--- config.mk ---
export PLATFORM = sky130hd
export DESIGN_NAME = pace_vbat_leadoff_config_regs
export DESIGN_NICKNAME = d
export VERILOG_FILES = /design/src/rtl/pace_vbat_leadoff_pkg.sv /design/src/rtl/cfg_bus_if.sv /design/src/rtl/config_decode.sv /design/src/rtl/config_bank.sv /design/src/rtl/pace_vbat_leadoff_config_regs.sv
export VERILOG_INCLUDE_DIRS = /design/src /design/src/rtl
export SDC_FILE = /design/constraint.sdc
export NUM_CORES = 1
export LEC_CHECK = 0
export ABC_AREA = 1
export BUFFER_PORTS_ARGS = -buffer_cell sky130_fd_sc_hd__buf_2
export CAP_MARGIN = 0
export CORE_ASPECT_RATIO = 1.25
export CORE_MARGIN = 4
export CORE_UTILIZATION = 54
export CTS_CLUSTER_DIAMETER = 150
export DETAILED_ROUTE_END_ITERATION = 6
export PLACE_DENSITY_LB_ADDON = 0.25
export SYNTH_ARGS = -nofsm -noshare
export SYNTH_HDL_FRONTEND = slang
export SYNTH_HIERARCHICAL = 1
export SYNTH_SLANG_ARGS = --single-unit
--- constraint.sdc ---
create_clock -name mclk -period 2.4 [get_ports mclk]
set_clock_uncertainty 0.2 [all_clocks]
set_input_delay 0.48 -clock mclk [delete_from_list [all_inputs] [get_ports mclk]]
set_output_delay 0.48 -clock mclk [all_outputs]
set_load 0.02 [all_outputs]
--- src/rtl/pace_vbat_leadoff_regs.svh ---
// register offsets, field positions and reset values of the lead-off and routing bank
`ifndef PACE_VBAT_LEADOFF_REGS_SVH
`define PACE_VBAT_LEADOFF_REGS_SVH

`define PACE_ROUTING_IDX 4'h4
`define BATMON_ROUTING_IDX 4'h5
`define LEADOFF_MODE_IDX 4'h6
`define LEADOFF_ENABLE_IDX 4'h7

`define PACE_ROUTING_RST 8'h00
`define BATMON_ROUTING_RST 8'h00
`define LEADOFF_MODE_RST 8'h08
`define LEADOFF_ENABLE_RST 8'h00

`define PACE_ROUTING_MASK 8'hff
`define BATMON_ROUTING_MASK 8'h07
`define LEADOFF_MODE_MASK 8'h1f
`define LEADOFF_ENABLE_MASK 8'h3f

`define PACE_TEST_MSB 7
`define PACE_TEST_LSB 6
`define PACE_POS_MSB 5
`define PACE_POS_LSB 3
`define PACE_NEG_MSB 2
`define PACE_NEG_LSB 0
`define LEADOFF_AC_METHOD_BIT 4
`define LEADOFF_SHUTDOWN_BIT 3
`define LEADOFF_AC_SELECT_BIT 2
`define LEADOFF_LEVEL_MSB 1
`define LEADOFF_LEVEL_LSB 0

`endif

--- src/rtl/pace_vbat_leadoff_pkg.sv ---
// types shared by the configuration bank and its decoder
package pace_vbat_leadoff_pkg;
	typedef enum logic [1:0] {
		TEST_NONE,
		TEST_POSITIVE,
		TEST_NEGATIVE,
		TEST_ZERO
	} pace_test_t;

	typedef enum logic [1:0] {
		LEADOFF_OFF,
		LEADOFF_DC,
		LEADOFF_AC_ANALOG,
		LEADOFF_AC_DIGITAL
	} leadoff_mode_t;

	typedef struct packed {
		logic [7:0] paceRouting;
		logic [7:0] batmonRouting;
		logic [7:0] leadoffMode;
		logic [7:0] leadoffEnable;
	} cfg_t;
endpackage : pace_vbat_leadoff_pkg

--- src/rtl/cfg_bus_if.sv ---
// carries the stored configuration from the register bank to the decoder
`timescale 1ns/100ps
`default_nettype none
interface cfg_bus_if;
	pace_vbat_leadoff_pkg::cfg_t cfg;
	modport bank (output cfg);
	modport decode (input cfg);
endinterface : cfg_bus_if
`default_nettype wire

--- src/rtl/config_decode.sv ---
// turns stored configuration into switch and detector controls
`timescale 1ns/100ps
`default_nettype none
`include "pace_vbat_leadoff_regs.svh"
module config_decode (
	// clock and reset
	input wire logic mclk,
	input wire logic rst,
	// stored configuration
	cfg_bus_if.decode cfgIn,
	// decoded controls
	output var pace_vbat_leadoff_pkg::pace_test_t paceTest,
	output logic [6:1] pacePosSel,
	output logic [6:1] paceNegSel,
	output logic [2:0] batmonOverride,
	output var pace_vbat_leadoff_pkg::leadoff_mode_t leadoffMode,
	output logic [1:0] acTriggerLevel,
	output logic [6:1] leadoffPinEnable,
	output logic [2:0] leadoffChanEnable,
	output logic [2:0] leadoffChanCurrent
);
	typedef struct packed {
		pace_vbat_leadoff_pkg::pace_test_t test;
		logic [6:1] pos;
		logic [6:1] neg;
		logic [2:0] bat;
		pace_vbat_leadoff_pkg::leadoff_mode_t mode;
		logic [1:0] lvl;
		logic [6:1] pin;
		logic [2:0] chan;
		logic [2:0] cur;
	} dec_t;
	dec_t state_r;
	dec_t state_nxt;
	logic [2:0] posCode;
	logic [2:0] negCode;
	logic [7:0] lm;
	logic [7:0] le;
	logic [6:1] posHot;
	logic [6:1] negHot;

	assign posCode = cfgIn.cfg.paceRouting[`PACE_POS_MSB:`PACE_POS_LSB];
	assign negCode = cfgIn.cfg.paceRouting[`PACE_NEG_MSB:`PACE_NEG_LSB];
	assign lm = cfgIn.cfg.leadoffMode;
	assign le = cfgIn.cfg.leadoffEnable;

	////////////////////////////////////////////////////////////////////////
	// one-hot input selection; 000 and 111 leave the terminal open
	genvar gi;
	generate
		for (gi = 1; gi <= 6; gi++) begin : g_sel
			assign posHot[gi] = (posCode == 3'(gi)); // RL3
			assign negHot[gi] = (negCode == 3'(gi)); // RL4
		end
	endgenerate

	////////////////////////////////////////////////////////////////////////
	// next decoded state
	always_comb begin
		state_nxt = '0;
		state_nxt.test = pace_vbat_leadoff_pkg::pace_test_t'(
			cfgIn.cfg.paceRouting[`PACE_TEST_MSB:`PACE_TEST_LSB]); // RL2
		// a test signal replaces terminal routing, so switches open
		if (state_nxt.test == pace_vbat_leadoff_pkg::TEST_NONE) begin // RL1
			state_nxt.pos = posHot;
			state_nxt.neg = negHot;
		end
		state_nxt.bat = cfgIn.cfg.batmonRouting[2:0]; // RL5 RL6
		state_nxt.lvl = lm[`LEADOFF_LEVEL_MSB:`LEADOFF_LEVEL_LSB]; // RL11
		if (lm[`LEADOFF_SHUTDOWN_BIT]) begin // RL9
			state_nxt.mode = pace_vbat_leadoff_pkg::LEADOFF_OFF;
		end else if (!lm[`LEADOFF_AC_SELECT_BIT]) begin // RL10
			state_nxt.mode = pace_vbat_leadoff_pkg::LEADOFF_DC;
		end else if (lm[`LEADOFF_AC_METHOD_BIT]) begin // RL8
			state_nxt.mode = pace_vbat_leadoff_pkg::LEADOFF_AC_ANALOG;
		end else begin
			state_nxt.mode = pace_vbat_leadoff_pkg::LEADOFF_AC_DIGITAL;
		end
		case (state_nxt.mode)
			pace_vbat_leadoff_pkg::LEADOFF_DC,
			pace_vbat_leadoff_pkg::LEADOFF_AC_ANALOG: begin
				state_nxt.pin = le[5:0]; // RL13
			end
			pace_vbat_leadoff_pkg::LEADOFF_AC_DIGITAL: begin
				state_nxt.chan = le[2:0]; // RL14
				state_nxt.cur = le[5:3]; // RL12
			end
			default: begin
				state_nxt.pin = '0;
			end
		endcase
	end

	////////////////////////////////////////////////////////////////////////
	// registered so the analog switches see glitch-free levels
	always_ff @(posedge mclk) begin
		if (rst) begin
			state_r <= '0;
		end else begin
			state_r <= state_nxt;
		end
	end

	assign paceTest = state_r.test;
	assign pacePosSel = state_r.pos;
	assign paceNegSel = state_r.neg;
	assign batmonOverride = state_r.bat;
	assign leadoffMode = state_r.mode;
	assign acTriggerLevel = state_r.lvl;
	assign leadoffPinEnable = state_r.pin;
	assign leadoffChanEnable = state_r.chan;
	assign leadoffChanCurrent = state_r.cur;
endmodule : config_decode
`default_nettype wire

--- src/rtl/config_bank.sv ---
// stores the four configuration registers behind an axi4-lite slave
`timescale 1ns/100ps
`default_nettype none
`include "pace_vbat_leadoff_regs.svh"
module config_bank (
	// clock and reset
	input wire logic mclk,
	input wire logic rst,
	// register bus
	cfg_bus_if.bank cfgOut,
	input wire logic [3:0] regIdx,
	input wire logic [7:0] wrData,
	input wire logic [3:0] wrStrb,
	input wire logic wrEn,
	input wire logic [3:0] rdIdx,
	output logic [7:0] rdData,
	output logic rdHit,
	output logic wrHit
);
	pace_vbat_leadoff_pkg::cfg_t state_r;
	pace_vbat_leadoff_pkg::cfg_t state_nxt;

	////////////////////////////////////////////////////////////////////////
	// write path; only lane 0 carries data, reserved bits masked
	always_comb begin
		state_nxt = state_r;
		if (wrEn && wrStrb[0]) begin
			case (regIdx)
				`PACE_ROUTING_IDX: state_nxt.paceRouting = wrData & `PACE_ROUTING_MASK; // RL15
				`BATMON_ROUTING_IDX: state_nxt.batmonRouting = wrData & `BATMON_ROUTING_MASK; // RL15
				`LEADOFF_MODE_IDX: state_nxt.leadoffMode = wrData & `LEADOFF_MODE_MASK; // RL15
				`LEADOFF_ENABLE_IDX: state_nxt.leadoffEnable = wrData & `LEADOFF_ENABLE_MASK; // RL15
				default: state_nxt = state_r;
			endcase
		end
	end

	// defaults: no test, switches open, monitor off, lead-off shut down
	always_ff @(posedge mclk) begin
		if (rst) begin
			state_r.paceRouting <= `PACE_ROUTING_RST; // RL1 RL3 RL4
			state_r.batmonRouting <= `BATMON_ROUTING_RST; // RL5
			state_r.leadoffMode <= `LEADOFF_MODE_RST; // RL8 RL9 RL10 RL11
			state_r.leadoffEnable <= `LEADOFF_ENABLE_RST; // RL12 RL13 RL14
		end else begin
			state_r <= state_nxt;
		end
	end

	assign cfgOut.cfg = state_r;
	assign wrHit = (regIdx >= `PACE_ROUTING_IDX) && (regIdx <= `LEADOFF_ENABLE_IDX);
	assign rdHit = (rdIdx >= `PACE_ROUTING_IDX) && (rdIdx <= `LEADOFF_ENABLE_IDX);

	// read mux
	always_comb begin
		case (rdIdx)
			`PACE_ROUTING_IDX: rdData = state_r.paceRouting;
			`BATMON_ROUTING_IDX: rdData = state_r.batmonRouting;
			`LEADOFF_MODE_IDX: rdData = state_r.leadoffMode;
			`LEADOFF_ENABLE_IDX: rdData = state_r.leadoffEnable;
			default: rdData = 8'h00;
		endcase
	end
endmodule : config_bank
`default_nettype wire

--- src/rtl/pace_vbat_leadoff_config_regs.sv ---
// top: axi4-lite slave, configuration bank and control decoder
//
// The AXI4-Lite slave port is this design's own decision.
`timescale 1ns/100ps
`default_nettype none
`include "pace_vbat_leadoff_regs.svh"
// Summary of operation
// RL1: pace test field 00 means routing only
// RL2: 01 positive, 10 negative, 11 zero test
// RL3: positive terminal 000 open, 1-6 IN1-IN6
// RL4: negative terminal 000 open, 1-6 IN1-IN6
// RL5: one monitor enable bit per channel, default off
// RL6: monitor bit overrides channel routing while set
// RL7: software shuts channel amplifier before monitoring
// RL8: ac method bit: 0 digital, 1 analog
// RL9: shutdown bit resets 1; 0 activates detection
// RL10: operation bit: 0 dc, 1 ac
// RL11: two-bit ac trigger level, default level 0
// RL12: digital ac: bits 3-5 set channel current
// RL13: dc or analog ac: bit per input pin
// RL14: digital ac: bits 0-2 enable channels
// RL15: eight-bit registers, reserved read zero, writes ignored
module pace_vbat_leadoff_config_regs (
	// clock and reset
	input wire logic mclk,
	input wire logic rst,
	// axi4-lite write address
	input wire logic [5:0] s_axi_awaddr,
	input wire logic s_axi_awvalid,
	output logic s_axi_awready,
	// axi4-lite write data
	input wire logic [31:0] s_axi_wdata,
	input wire logic [3:0] s_axi_wstrb,
	input wire logic s_axi_wvalid,
	output logic s_axi_wready,
	// axi4-lite write response
	output logic [1:0] s_axi_bresp,
	output logic s_axi_bvalid,
	input wire logic s_axi_bready,
	// axi4-lite read address
	input wire logic [5:0] s_axi_araddr,
	input wire logic s_axi_arvalid,
	output logic s_axi_arready,
	// axi4-lite read data
	output logic [31:0] s_axi_rdata,
	output logic [1:0] s_axi_rresp,
	output logic s_axi_rvalid,
	input wire logic s_axi_rready,
	// pace channel switches
	output var pace_vbat_leadoff_pkg::pace_test_t paceTest,
	output logic [6:1] pacePosSel,
	output logic [6:1] paceNegSel,
	// battery monitor override per channel
	output logic [2:0] batmonOverride,
	// lead-off detector controls
	output var pace_vbat_leadoff_pkg::leadoff_mode_t leadoffMode,
	output logic [1:0] acTriggerLevel,
	output logic [6:1] leadoffPinEnable,
	output logic [2:0] leadoffChanEnable,
	output logic [2:0] leadoffChanCurrent
);
	typedef struct packed {
		logic awHeld;
		logic [3:0] awIdx;
		logic wHeld;
		logic [7:0] wByte;
		logic [3:0] wStrb;
		logic bValid;
		logic [1:0] bResp;
		logic rValid;
		logic [7:0] rByte;
		logic [1:0] rResp;
	} axi_t;
	axi_t state_r;
	axi_t state_nxt;
	logic wrFire;
	logic rdFire;
	logic [7:0] rdData;
	logic rdHit;
	logic wrHit;
	logic aligned;
	logic rdAligned;

	cfg_bus_if cfgBus ();

	////////////////////////////////////////////////////////////////////////
	// channel readiness: one write and one read in flight at most
	assign s_axi_awready = !state_r.awHeld && !state_r.bValid;
	assign s_axi_wready = !state_r.wHeld && !state_r.bValid;
	assign s_axi_arready = !state_r.rValid;
	assign wrFire = state_r.awHeld && state_r.wHeld && !state_r.bValid;
	assign rdFire = s_axi_arvalid && s_axi_arready;
	assign aligned = (state_r.awIdx != 4'hf);
	assign rdAligned = (s_axi_araddr[1:0] == 2'h0);

	////////////////////////////////////////////////////////////////////////
	// slave state update
	always_comb begin
		state_nxt = state_r;
		// address and data may come in either order; each is latched on its own
		if (s_axi_awvalid && s_axi_awready) begin
			state_nxt.awHeld = 1'b1;
			state_nxt.awIdx = (s_axi_awaddr[1:0] == 2'h0) ? s_axi_awaddr[5:2] : 4'hf;
		end
		if (s_axi_wvalid && s_axi_wready) begin
			state_nxt.wHeld = 1'b1;
			state_nxt.wByte = s_axi_wdata[7:0];
			state_nxt.wStrb = s_axi_wstrb;
		end
		if (wrFire) begin
			state_nxt.awHeld = 1'b0;
			state_nxt.wHeld = 1'b0;
			state_nxt.bValid = 1'b1;
			state_nxt.bResp = (wrHit && aligned) ? 2'h0 : 2'h2;
		end
		if (state_r.bValid && s_axi_bready) begin
			state_nxt.bValid = 1'b0;
		end
		// reads answer one cycle after the address is taken
		if (rdFire) begin
			state_nxt.rValid = 1'b1;
			state_nxt.rByte = (rdHit && rdAligned) ? rdData : 8'h00; // RL15
			state_nxt.rResp = (rdHit && rdAligned) ? 2'h0 : 2'h2;
		end else if (state_r.rValid && s_axi_rready) begin
			state_nxt.rValid = 1'b0;
		end
	end

	always_ff @(posedge mclk) begin
		if (rst) begin
			state_r <= '0;
		end else begin
			state_r <= state_nxt;
		end
	end

	assign s_axi_bvalid = state_r.bValid;
	assign s_axi_bresp = state_r.bResp;
	assign s_axi_rvalid = state_r.rValid;
	assign s_axi_rresp = state_r.rResp;
	assign s_axi_rdata = {24'h000000, state_r.rByte}; // RL15

	////////////////////////////////////////////////////////////////////////
	// register storage; misaligned writes never reach it
	config_bank u_bank (
		.mclk(mclk),
		.rst(rst),
		.cfgOut(cfgBus.bank),
		.regIdx(state_r.awIdx),
		.wrData(state_r.wByte),
		.wrStrb(state_r.wStrb),
		.wrEn(wrFire && aligned),
		.rdIdx(s_axi_araddr[5:2]),
		.rdData(rdData),
		.rdHit(rdHit),
		.wrHit(wrHit)
	);

	// decoded controls for the analog side
	config_decode u_decode (
		.mclk(mclk),
		.rst(rst),
		.cfgIn(cfgBus.decode),
		.paceTest(paceTest),
		.pacePosSel(pacePosSel),
		.paceNegSel(paceNegSel),
		.batmonOverride(batmonOverride), // RL6
		.leadoffMode(leadoffMode),
		.acTriggerLevel(acTriggerLevel),
		.leadoffPinEnable(leadoffPinEnable),
		.leadoffChanEnable(leadoffChanEnable),
		.leadoffChanCurrent(leadoffChanCurrent)
	);
endmodule : pace_vbat_leadoff_config_regs
`default_nettype wire

==> metrics.txt, run 1 <==
status completed; Slowest Stage Delay on Critical Path 0.38 ns; grt met3 use 0.0313; final setup fails 0; final net count 657; initial drt markers 117; Critical Path RT 1.72 ns; clk root buf clkbuf_8; htree depth 3; cell family with most CP delay flip-flops; die width 82.3 um; antenna-violating nets left 0; worst hold path type input pin to flip-flop; Area after DPL 3970 um^2; GR Overflow Total 0; Pwr Density 648 nW/um^2; Initial Utilization 0.560; Seq pwr share 0.524; slew margin rel. 0.600; grt met2 use 0.304; Design Area, Final 4180 um^2; crit-path max FO 5; TNS Setup 0 ns; Yosys warning total 6; clock sinks 82; WL/cell 10.2 um; CTS tree yes; final WL 7060 um; via/cell ratio 4.41; first-pass GRT wire length 11,600 um; CP Class flip-flop to primary output; largest net degree at the start of global routing 31; I/O pins 129; met1 Use GR 0.212; CP max stage cell dfxtp_1; Net Switching 743 uW; part of the power in the clock network 0.381; leak pwr 2.10 nW; Initial DRT Pass Iterations 5; vias 3,054; Max Cap Violations 0; share of cells above drive strength 1 0.191; die area 8290 um^2; # rows 33; Clock Latency Late Sink 0.35 ns; cells after synthesis 535; Port Buf Inserts 75; die height 101 um; core area 6650 um^2; Mapped Area 3720 um^2; Gate power share 0.095; measured slew at the worst slew-check pin 0.599 ns; global route hottest layer met2; Area Growth Syn to Fin 12.2%; switch share 0.274; crit path DAT 1.13 ns; Worst setup EP type primary output; post-CTS sizing 0; Peak Freq 552 MHz; period utilisation layout 0.755; Num CTS Buffers 9; most common cell after layout, fill and taps aside nand2_1; DRC 0; post-layout min period 1.81 ns; crit path buf inv count 1; antenna fix cells 0; hpwl dp 5440 um; Hold Fails Final Rpt 0; Worst setup SP type flip-flop; VDD IR-drop max 0.000475 V; initial antenna violation count 0; internal power 1.96 mW; crit-path cells nor2_1 -> buf_2; Clock Path Buffers 2; hold_buf cts 0; RSZ-0062 raised after global routing false; Final Max Tran Viols 0; clock slew at the register clock pins of the worst setup and hold paths 0.09 ns; commonest non-fill, non-tap cells in the layout nand2_1, nor2_1, inv_1; vias in the first global route 2,703; Setup Buffers After CTS 0; Final Core Density 0.628; gpl congestion 0.858; syn_area_per_cell 6.96 um^2; total track usage 0.181
[power groups by stage]
stage	clock (mW)	sequential (mW)	combinational, mW
floorplan	0	1.45	0.235
global placement	0	1.45	0.252
detailed placement	0	1.45	0.255
CTS	1.06	1.42	0.257
global route	1.11	1.42	0.293
finish	1.03	1.42	0.257
[state kept, by name (all words and copies together) (netlist names)]
signal and flops:
u_decode/leadoffMode 2, s_axi_bresp 1, u_bank/cfgOut.cfg 22, s_axi_rdata 8, s_axi_rvalid 1, s_axi_rresp 1, u_decode/paceTest 2, u_decode/batmonOverride 3
u_decode/acTriggerLevel 2, u_decode/leadoffPinEnable 6, u_decode/leadoffChanCurrent 3, state_r 15, u_decode/pacePosSel 6, u_decode/paceNegSel 6, s_axi_bvalid 1, u_decode/leadoffChanEnable 3
[path summary, 6_finish.rpt]
kind                                       startpoint  depth (start not counted)  slack (ns)                          to
worst max-delay path                     s_axi_bvalid                          2        0.59               s_axi_awready
worst min-delay path                   s_axi_wstrb[0]                          3        0.16                 state_r[14]
worst max register to register           s_axi_bvalid                          9        0.59       u_bank/cfgOut.cfg[31]
worst min register to register  u_bank/cfgOut.cfg[16]                          2        0.26  u_decode/batmonOverride[0]
[worst min-delay path, cell delays in order]
cell	delay, ns
buf_2	0.07
o21ai_1	0.06
nor2_1	0.07
[metrics by stage]
step	cells	hold slack (ns)	worst slack (ns)	total power, mW
floorplan	560	0.216	0.771	1.68
global route	693	0.183	0.417	2.83
finish	693	0.158	0.588	2.71
detailed placement	677	0.241	0.512	1.71
CTS	693	0.148	0.577	2.73
global placement	677	0.242	0.561	1.70
[layer usage]
layer	vias to the layer above	wire, um
met5	-	0
met4	0	184
met3	16	433
met2	84	3430
met1	1303	3010
li1	1651	-
[layout make-up]
type / count / area (um^2)
clock buffers: 9 / 124
well taps: 87 / 109
inverters: 102 / 388
clock inverters: 7 / 85.1
multi-input cells: 329 / 1440
fillers: 631 / 2470
repair buffers: 77 / 390
flip-flops and latches: 82 / 1640
(Power assumes the default switching activity.)
==> run 2: changes to the inputs <==
--- a/config.mk
+++ b/config.mk
@@ -6,12 +6,12 @@
 export SDC_FILE = /design/constraint.sdc
 export NUM_CORES = 1
 export LEC_CHECK = 0
-export ABC_AREA = 1
+export ABC_AREA = 0
 export BUFFER_PORTS_ARGS = -buffer_cell sky130_fd_sc_hd__buf_2
 export CAP_MARGIN = 0
 export CORE_ASPECT_RATIO = 1.25
 export CORE_MARGIN = 4
-export CORE_UTILIZATION = 54
+export CORE_UTILIZATION = 45
 export CTS_CLUSTER_DIAMETER = 150
 export DETAILED_ROUTE_END_ITERATION = 6
 export PLACE_DENSITY_LB_ADDON = 0.25
==> constraint.sdc (replaced) <==
create_clock -name mclk -period 1.59 [get_ports mclk]
set_clock_uncertainty 0.2 [all_clocks]
set_input_delay 0.318 -clock mclk [delete_from_list [all_inputs] [get_ports mclk]]
set_output_delay 0.318 -clock mclk [all_outputs]
set_load 0.02 [all_outputs]
==> run 2 against run 1 <==
Compared with the run above: the flow now finishes with violations (negative setup slack); flip-flop and latch count did not move; first-iteration DRC count fell by 27%; synthesized area fell by 7.9%; worst setup slack got worse by 0.72 ns; die area rose by 9.6%; cell area rose by 0.63%; synthesized cell count fell by 34%; register-to-register slack got worse by 0.72 ns; clock power rose by 35%; wire length fell by 4.4%.
==> metrics.txt, run 2 <==
Max Cap Violations 0; gpl congestion 0.753; status finished with violations; R2R Path Start s_axi_bvalid; Port Buf Inserts 75; Yosys warning total 6; final setup fails 12; CTS tree yes; failing checks negative setup slack; Pwr Density 929 nW/um^2; leak pwr 1.92 nW; largest net degree at the start of global routing 19; Mapped Area 3430 um^2; # rows 35; HP Start s_axi_wdata[5]; TNS Setup -0.851 ns; clk root buf clkbuf_8; initial antenna violation count 0; post-layout min period 1.72 ns; Peak Freq 580 MHz; post-route setup slack -0.134 ns; Initial Utilization 0.463; via/cell ratio 4.66; hpwl dp 5210 um; vias in the first global route 2,350; cells after synthesis 355; I/O pins 129; number of flip-flops in the largest register 22; Clock Path Buffers 2; RSZ-0062 raised after global routing true; period utilisation layout 1.08; GR Overflow Total 0; antenna fix cells 0; DRC 0; total track usage 0.152; die width 86.1 um; htree depth 3; core area 7400 um^2; Critical Path RT 1.62 ns; VDD IR-drop max 0.000592 V; Worst setup EP type flip-flop; syn_area_per_cell 9.66 um^2; Final Core Density 0.568; vias 2,556; clock slew at the register clock pins of the worst setup and hold paths 0.08 ns; Final Max Tran Viols 0; WL/cell 12.3 um; worst hold path type input pin to flip-flop; antenna-violating nets left 0; die area 9090 um^2; Area Growth Syn to Fin 22.6%; Worst setup SP type flip-flop; share of cells above drive strength 1 0.335; die height 106 um; initial drt markers 85; most common cell after layout, fill and taps aside dfxtp_1; clock sinks 82; first-pass GRT wire length 10,900 um; final net count 508; commonest non-fill, non-tap cells in the layout dfxtp_1, buf_2, nand2_1, nand2b_1, buf_4; Initial DRT Pass Iterations 4; CP Class flip-flop to flip-flop; Num CTS Buffers 9; Clock Latency Late Sink 0.35 ns; crit path DAT 1.76 ns; Setup crit start s_axi_bvalid; Hold Fails Final Rpt 0; crit-path max FO 4; final WL 6750 um
-- run 2: timing repair --
| action | 4_1_cts | 5_1_grt |
|---|---|---|
| pin swaps | 1 | 1 |
| setup endpoints to repair | 16 | 35 |
| gates resized for setup | 4 | 11 |
| buffers inserted | 0 | 1 |
| hold endpoints to repair | 6 | 0 |
| hold buffers | 6 | 0 |
-- run 2: stage by stage --
stage	cell area, um^2	hold slack [ns]	setup slack (ns)	total power [mW]	instances
after floorplan	3530	0.190	-0.253	2.45	380
after global placement	3910	0.243	-0.0773	2.53	526
final	4200	0.0160	-0.134	3.90	549
after global routing	4200	0.0217	-0.171	4.08	549
after detailed placement	3910	0.249	-0.102	2.54	526
after CTS	4170	0.00500	-0.0990	3.94	548
-- run 2: cell type report --
type / instances / area [um^2]
inverters: 4 / 15.0
well taps: 92 / 115
multi-input cells: 244 / 1550
repair buffers: 111 / 688
fillers: 689 / 3200
clock inverters: 6 / 48.8
clock buffers: 10 / 138
flip-flops and latches: 82 / 1650
-- run 2: per-layer routing --
metal / vias up / track usage / routed length, um
met2: 68 / 0.260 / 3380
met4: 0 / 0.0543 / 77
met1: 1170 / 0.180 / 2860
met5: - / 0 / 0
li1: 1309 / - / -
met3: 9 / 0.0391 / 438
-- run 2: final timing paths --
| check | depth (start not counted) | slack (ns) | endpoint |
|---|---|---|---|
| min reg2reg | 2 | 0.26 | state_r[20] |
| max | 5 | -0.13 | u_bank/cfgOut.cfg[16] |
| min | 3 | 0.02 | state_r[23] |
| max reg2reg | 5 | -0.13 | u_bank/cfgOut.cfg[16] |
-- run 2: power breakdown --
| group | switching (mW) | internal [mW] |
|---|---|---|
| Sequential | 0.0211 | 2.09 |
| Combinational | 0.231 | 0.173 |
| Clock | 0.766 | 0.622 |
| Total | 1.02 | 2.89 |
-- run 2: critical path: stages, from the launching register on --
cell      delay [ns]
dfxtp_2         0.32
and3b_1         0.22
and2_4          0.14
and4b_2         0.28
nand3b_1        0.26
mux2i_1         0.20
==> run 3: changes to the inputs <==
--- a/config.mk
+++ b/config.mk
@@ -9,9 +9,11 @@
 export ABC_AREA = 0
 export BUFFER_PORTS_ARGS = -buffer_cell sky130_fd_sc_hd__buf_2
 export CAP_MARGIN = 0
+export CELL_PAD_IN_SITES_DETAIL_PLACEMENT = 2
+export CELL_PAD_IN_SITES_GLOBAL_PLACEMENT = 2
 export CORE_ASPECT_RATIO = 1.25
 export CORE_MARGIN = 4
-export CORE_UTILIZATION = 45
+export CORE_UTILIZATION = 26
 export CTS_CLUSTER_DIAMETER = 150
 export DETAILED_ROUTE_END_ITERATION = 6
 export PLACE_DENSITY_LB_ADDON = 0.25
==> run 3 against run 2 <==
Compared with the run above: the run still ends with negative setup slack left; clock power increased by 64%; non-clock buffer count decreased by 7; fmax increased by 2.7%.
==> metrics.txt, run 3 (synthesis results as in run 2) <==
Final Max Tran Viols 0; measured slew at the worst slew-check pin 0.543 ns; post-layout min period 1.68 ns; first-pass GRT wire length 14,000 um; clock slew at the register clock pins of the worst setup and hold paths 0.06 ns; die area 15,100 um^2; largest net degree at the start of global routing 26; Seq pwr share 0.440; R2R Path Start s_axi_bvalid; RSZ-0062 raised after global routing true; Num CTS Buffers 9; gpl congestion 0.718; commonest non-fill, non-tap cells in the layout dfxtp_1, buf_2, nand2_1, nand2b_1; pre-CTS setup slack -0.129 ns; Net Switching 1.12 mW; htree depth 3; post-route setup slack -0.0886 ns; clk root buf clkbuf_16; vias 2,571; internal power 3.69 mW; Clock Path Buffers 2; clock sinks 82; WL/cell 14.0 um; Worst setup EP type flip-flop; hpwl dp 6810 um; failing checks negative setup slack; via/cell ratio 4.16; crit path DAT 1.70 ns; most common cell after layout, fill and taps aside dfxtp_1; I/O pins 129; period utilisation layout 1.06; die width 111 um; Max Used Layer met4; final net count 501; Critical Path RT 1.61 ns; die height 136 um; M1 WL 3650 um; worst hold path type input pin to flip-flop; Clock Latency Late Sink 0.34 ns; Pwr Density 1090 nW/um^2; number of flip-flops in the largest register 22; Gate power share 0.086; reg2reg setup slack -0.09 ns; total track usage 0.118; share of cells above drive strength 1 0.344; Worst Setup EP u_bank/cfgOut.cfg[16]; Peak Freq 596 MHz; Setup crit start s_axi_bvalid; Worst setup SP type flip-flop; Area Growth Syn to Fin 28.4%; final WL 8640 um; Initial DRT Pass Iterations 4; leak pwr 1.97 nW; Hold Fails Final Rpt 0; Port Buf Inserts 75; CTS tree yes; initial drt markers 72; core area 12,800 um^2; switch share 0.233; Area after DPL 4000 um^2; Design Area, Final 4400 um^2; CP Class flip-flop to flip-flop; part of the power in the clock network 0.474; DRC 0; vias in the first global route 2,783; GR Overflow Total 0; slew margin rel. 0.638; routed wl met3 425 um; final setup fails 15; Max Cap Violations 0; antenna fix cells 0; worst reg2reg path endpoint u_bank/cfgOut.cfg[16]; WL met2 4470 um; crit-path max FO 4; Initial Utilization 0.268; initial antenna violation count 0; r2r worst-path depth 5; antenna-violating nets left 0; # fillers 1,454; # rows 46; VDD IR-drop max 0.000445 V; status finished with violations
## run 3: changes by cell type in the layout (fill, tap and decap cells not counted), moves of 2 or more
cell           previous run  this run
clkbuf_16                 0         9
dfxtp_2                   3         7
dfxtp_1                  79        75
dlygate4sd3_1             6         0
bufinv_16                 0         2
clkbuf_8                 10         1
buf_6                     2         4
buf_4                    30        26
## run 3: critical path, cell delays in order (launching register included)
cell and delay (ns):
dfxtp_2 0.31, and3b_1 0.23, and2_4 0.14, and4b_2 0.28
nand3b_1 0.22, mux2i_1 0.17
## run 3: through the flow
step | instances | power, mW | utilization | hold slack, ns | setup TNS [ns]
global route | 618 | 5.05 | 0.344 | 0.0167 | -2.71
global placement | 601 | 2.54 | 0.313 | 0.245 | -0.794
CTS | 617 | 4.85 | 0.340 | 0.00506 | -0.898
detailed placement | 601 | 2.55 | 0.313 | 0.249 | -1.45
finish | 618 | 4.81 | 0.344 | 0.0129 | -0.495
floorplan | 380 | 2.45 | - | 0.190 | -3.97
## run 3: final cells by class
class,count,area [um^2],share of cell area
clock buffer,10,239,0.0543
clock inverter,6,88.8,0.0202
inverter,4,15.0,0.00341
multi-input combinational,244,1560,0.354
sequential,82,1650,0.375
tap,168,210,0.0478
timing repair buffer,104,641,0.146
## run 3: power groups by stage
stage               sequential (mW)  combinational [mW]  clock, mW
floorplan                      2.17               0.284          0
global placement               2.16               0.379          0
detailed placement             2.16               0.388          0
CTS                            2.12               0.394       2.34
global route                   2.12               0.462       2.47
finish                         2.12               0.416       2.28
## run 3: per-layer routing
layer / track usage / vias to the layer above
met1: 0.132 / 1207
met2: 0.212 / 65
met3: 0.0419 / 7
met4: 0.0349 / 0
li1: - / 1292
met5: 0 / -
## run 3: repair_timing
action / in CTS / in global routing
pin swaps: 4 / 3
setup endpoints to repair: 22 / 33
hold buffers: 0 / 0
setup buffers: 0 / 1
gates resized for setup: 9 / 13
## run 3: worst min path at each step
stage                     cells past startpoint        endpoint      startpoint
after floorplan                               1  s_axi_bresp[1]             rst
after global placement                        2  s_axi_rdata[1]  s_axi_rdata[1]
after detailed placement                      2  s_axi_rdata[1]  s_axi_rdata[1]
after CTS                                     3     state_r[24]  s_axi_wdata[6]
after global routing                          3     state_r[24]  s_axi_wdata[6]
final                                         3     state_r[24]  s_axi_wdata[6]
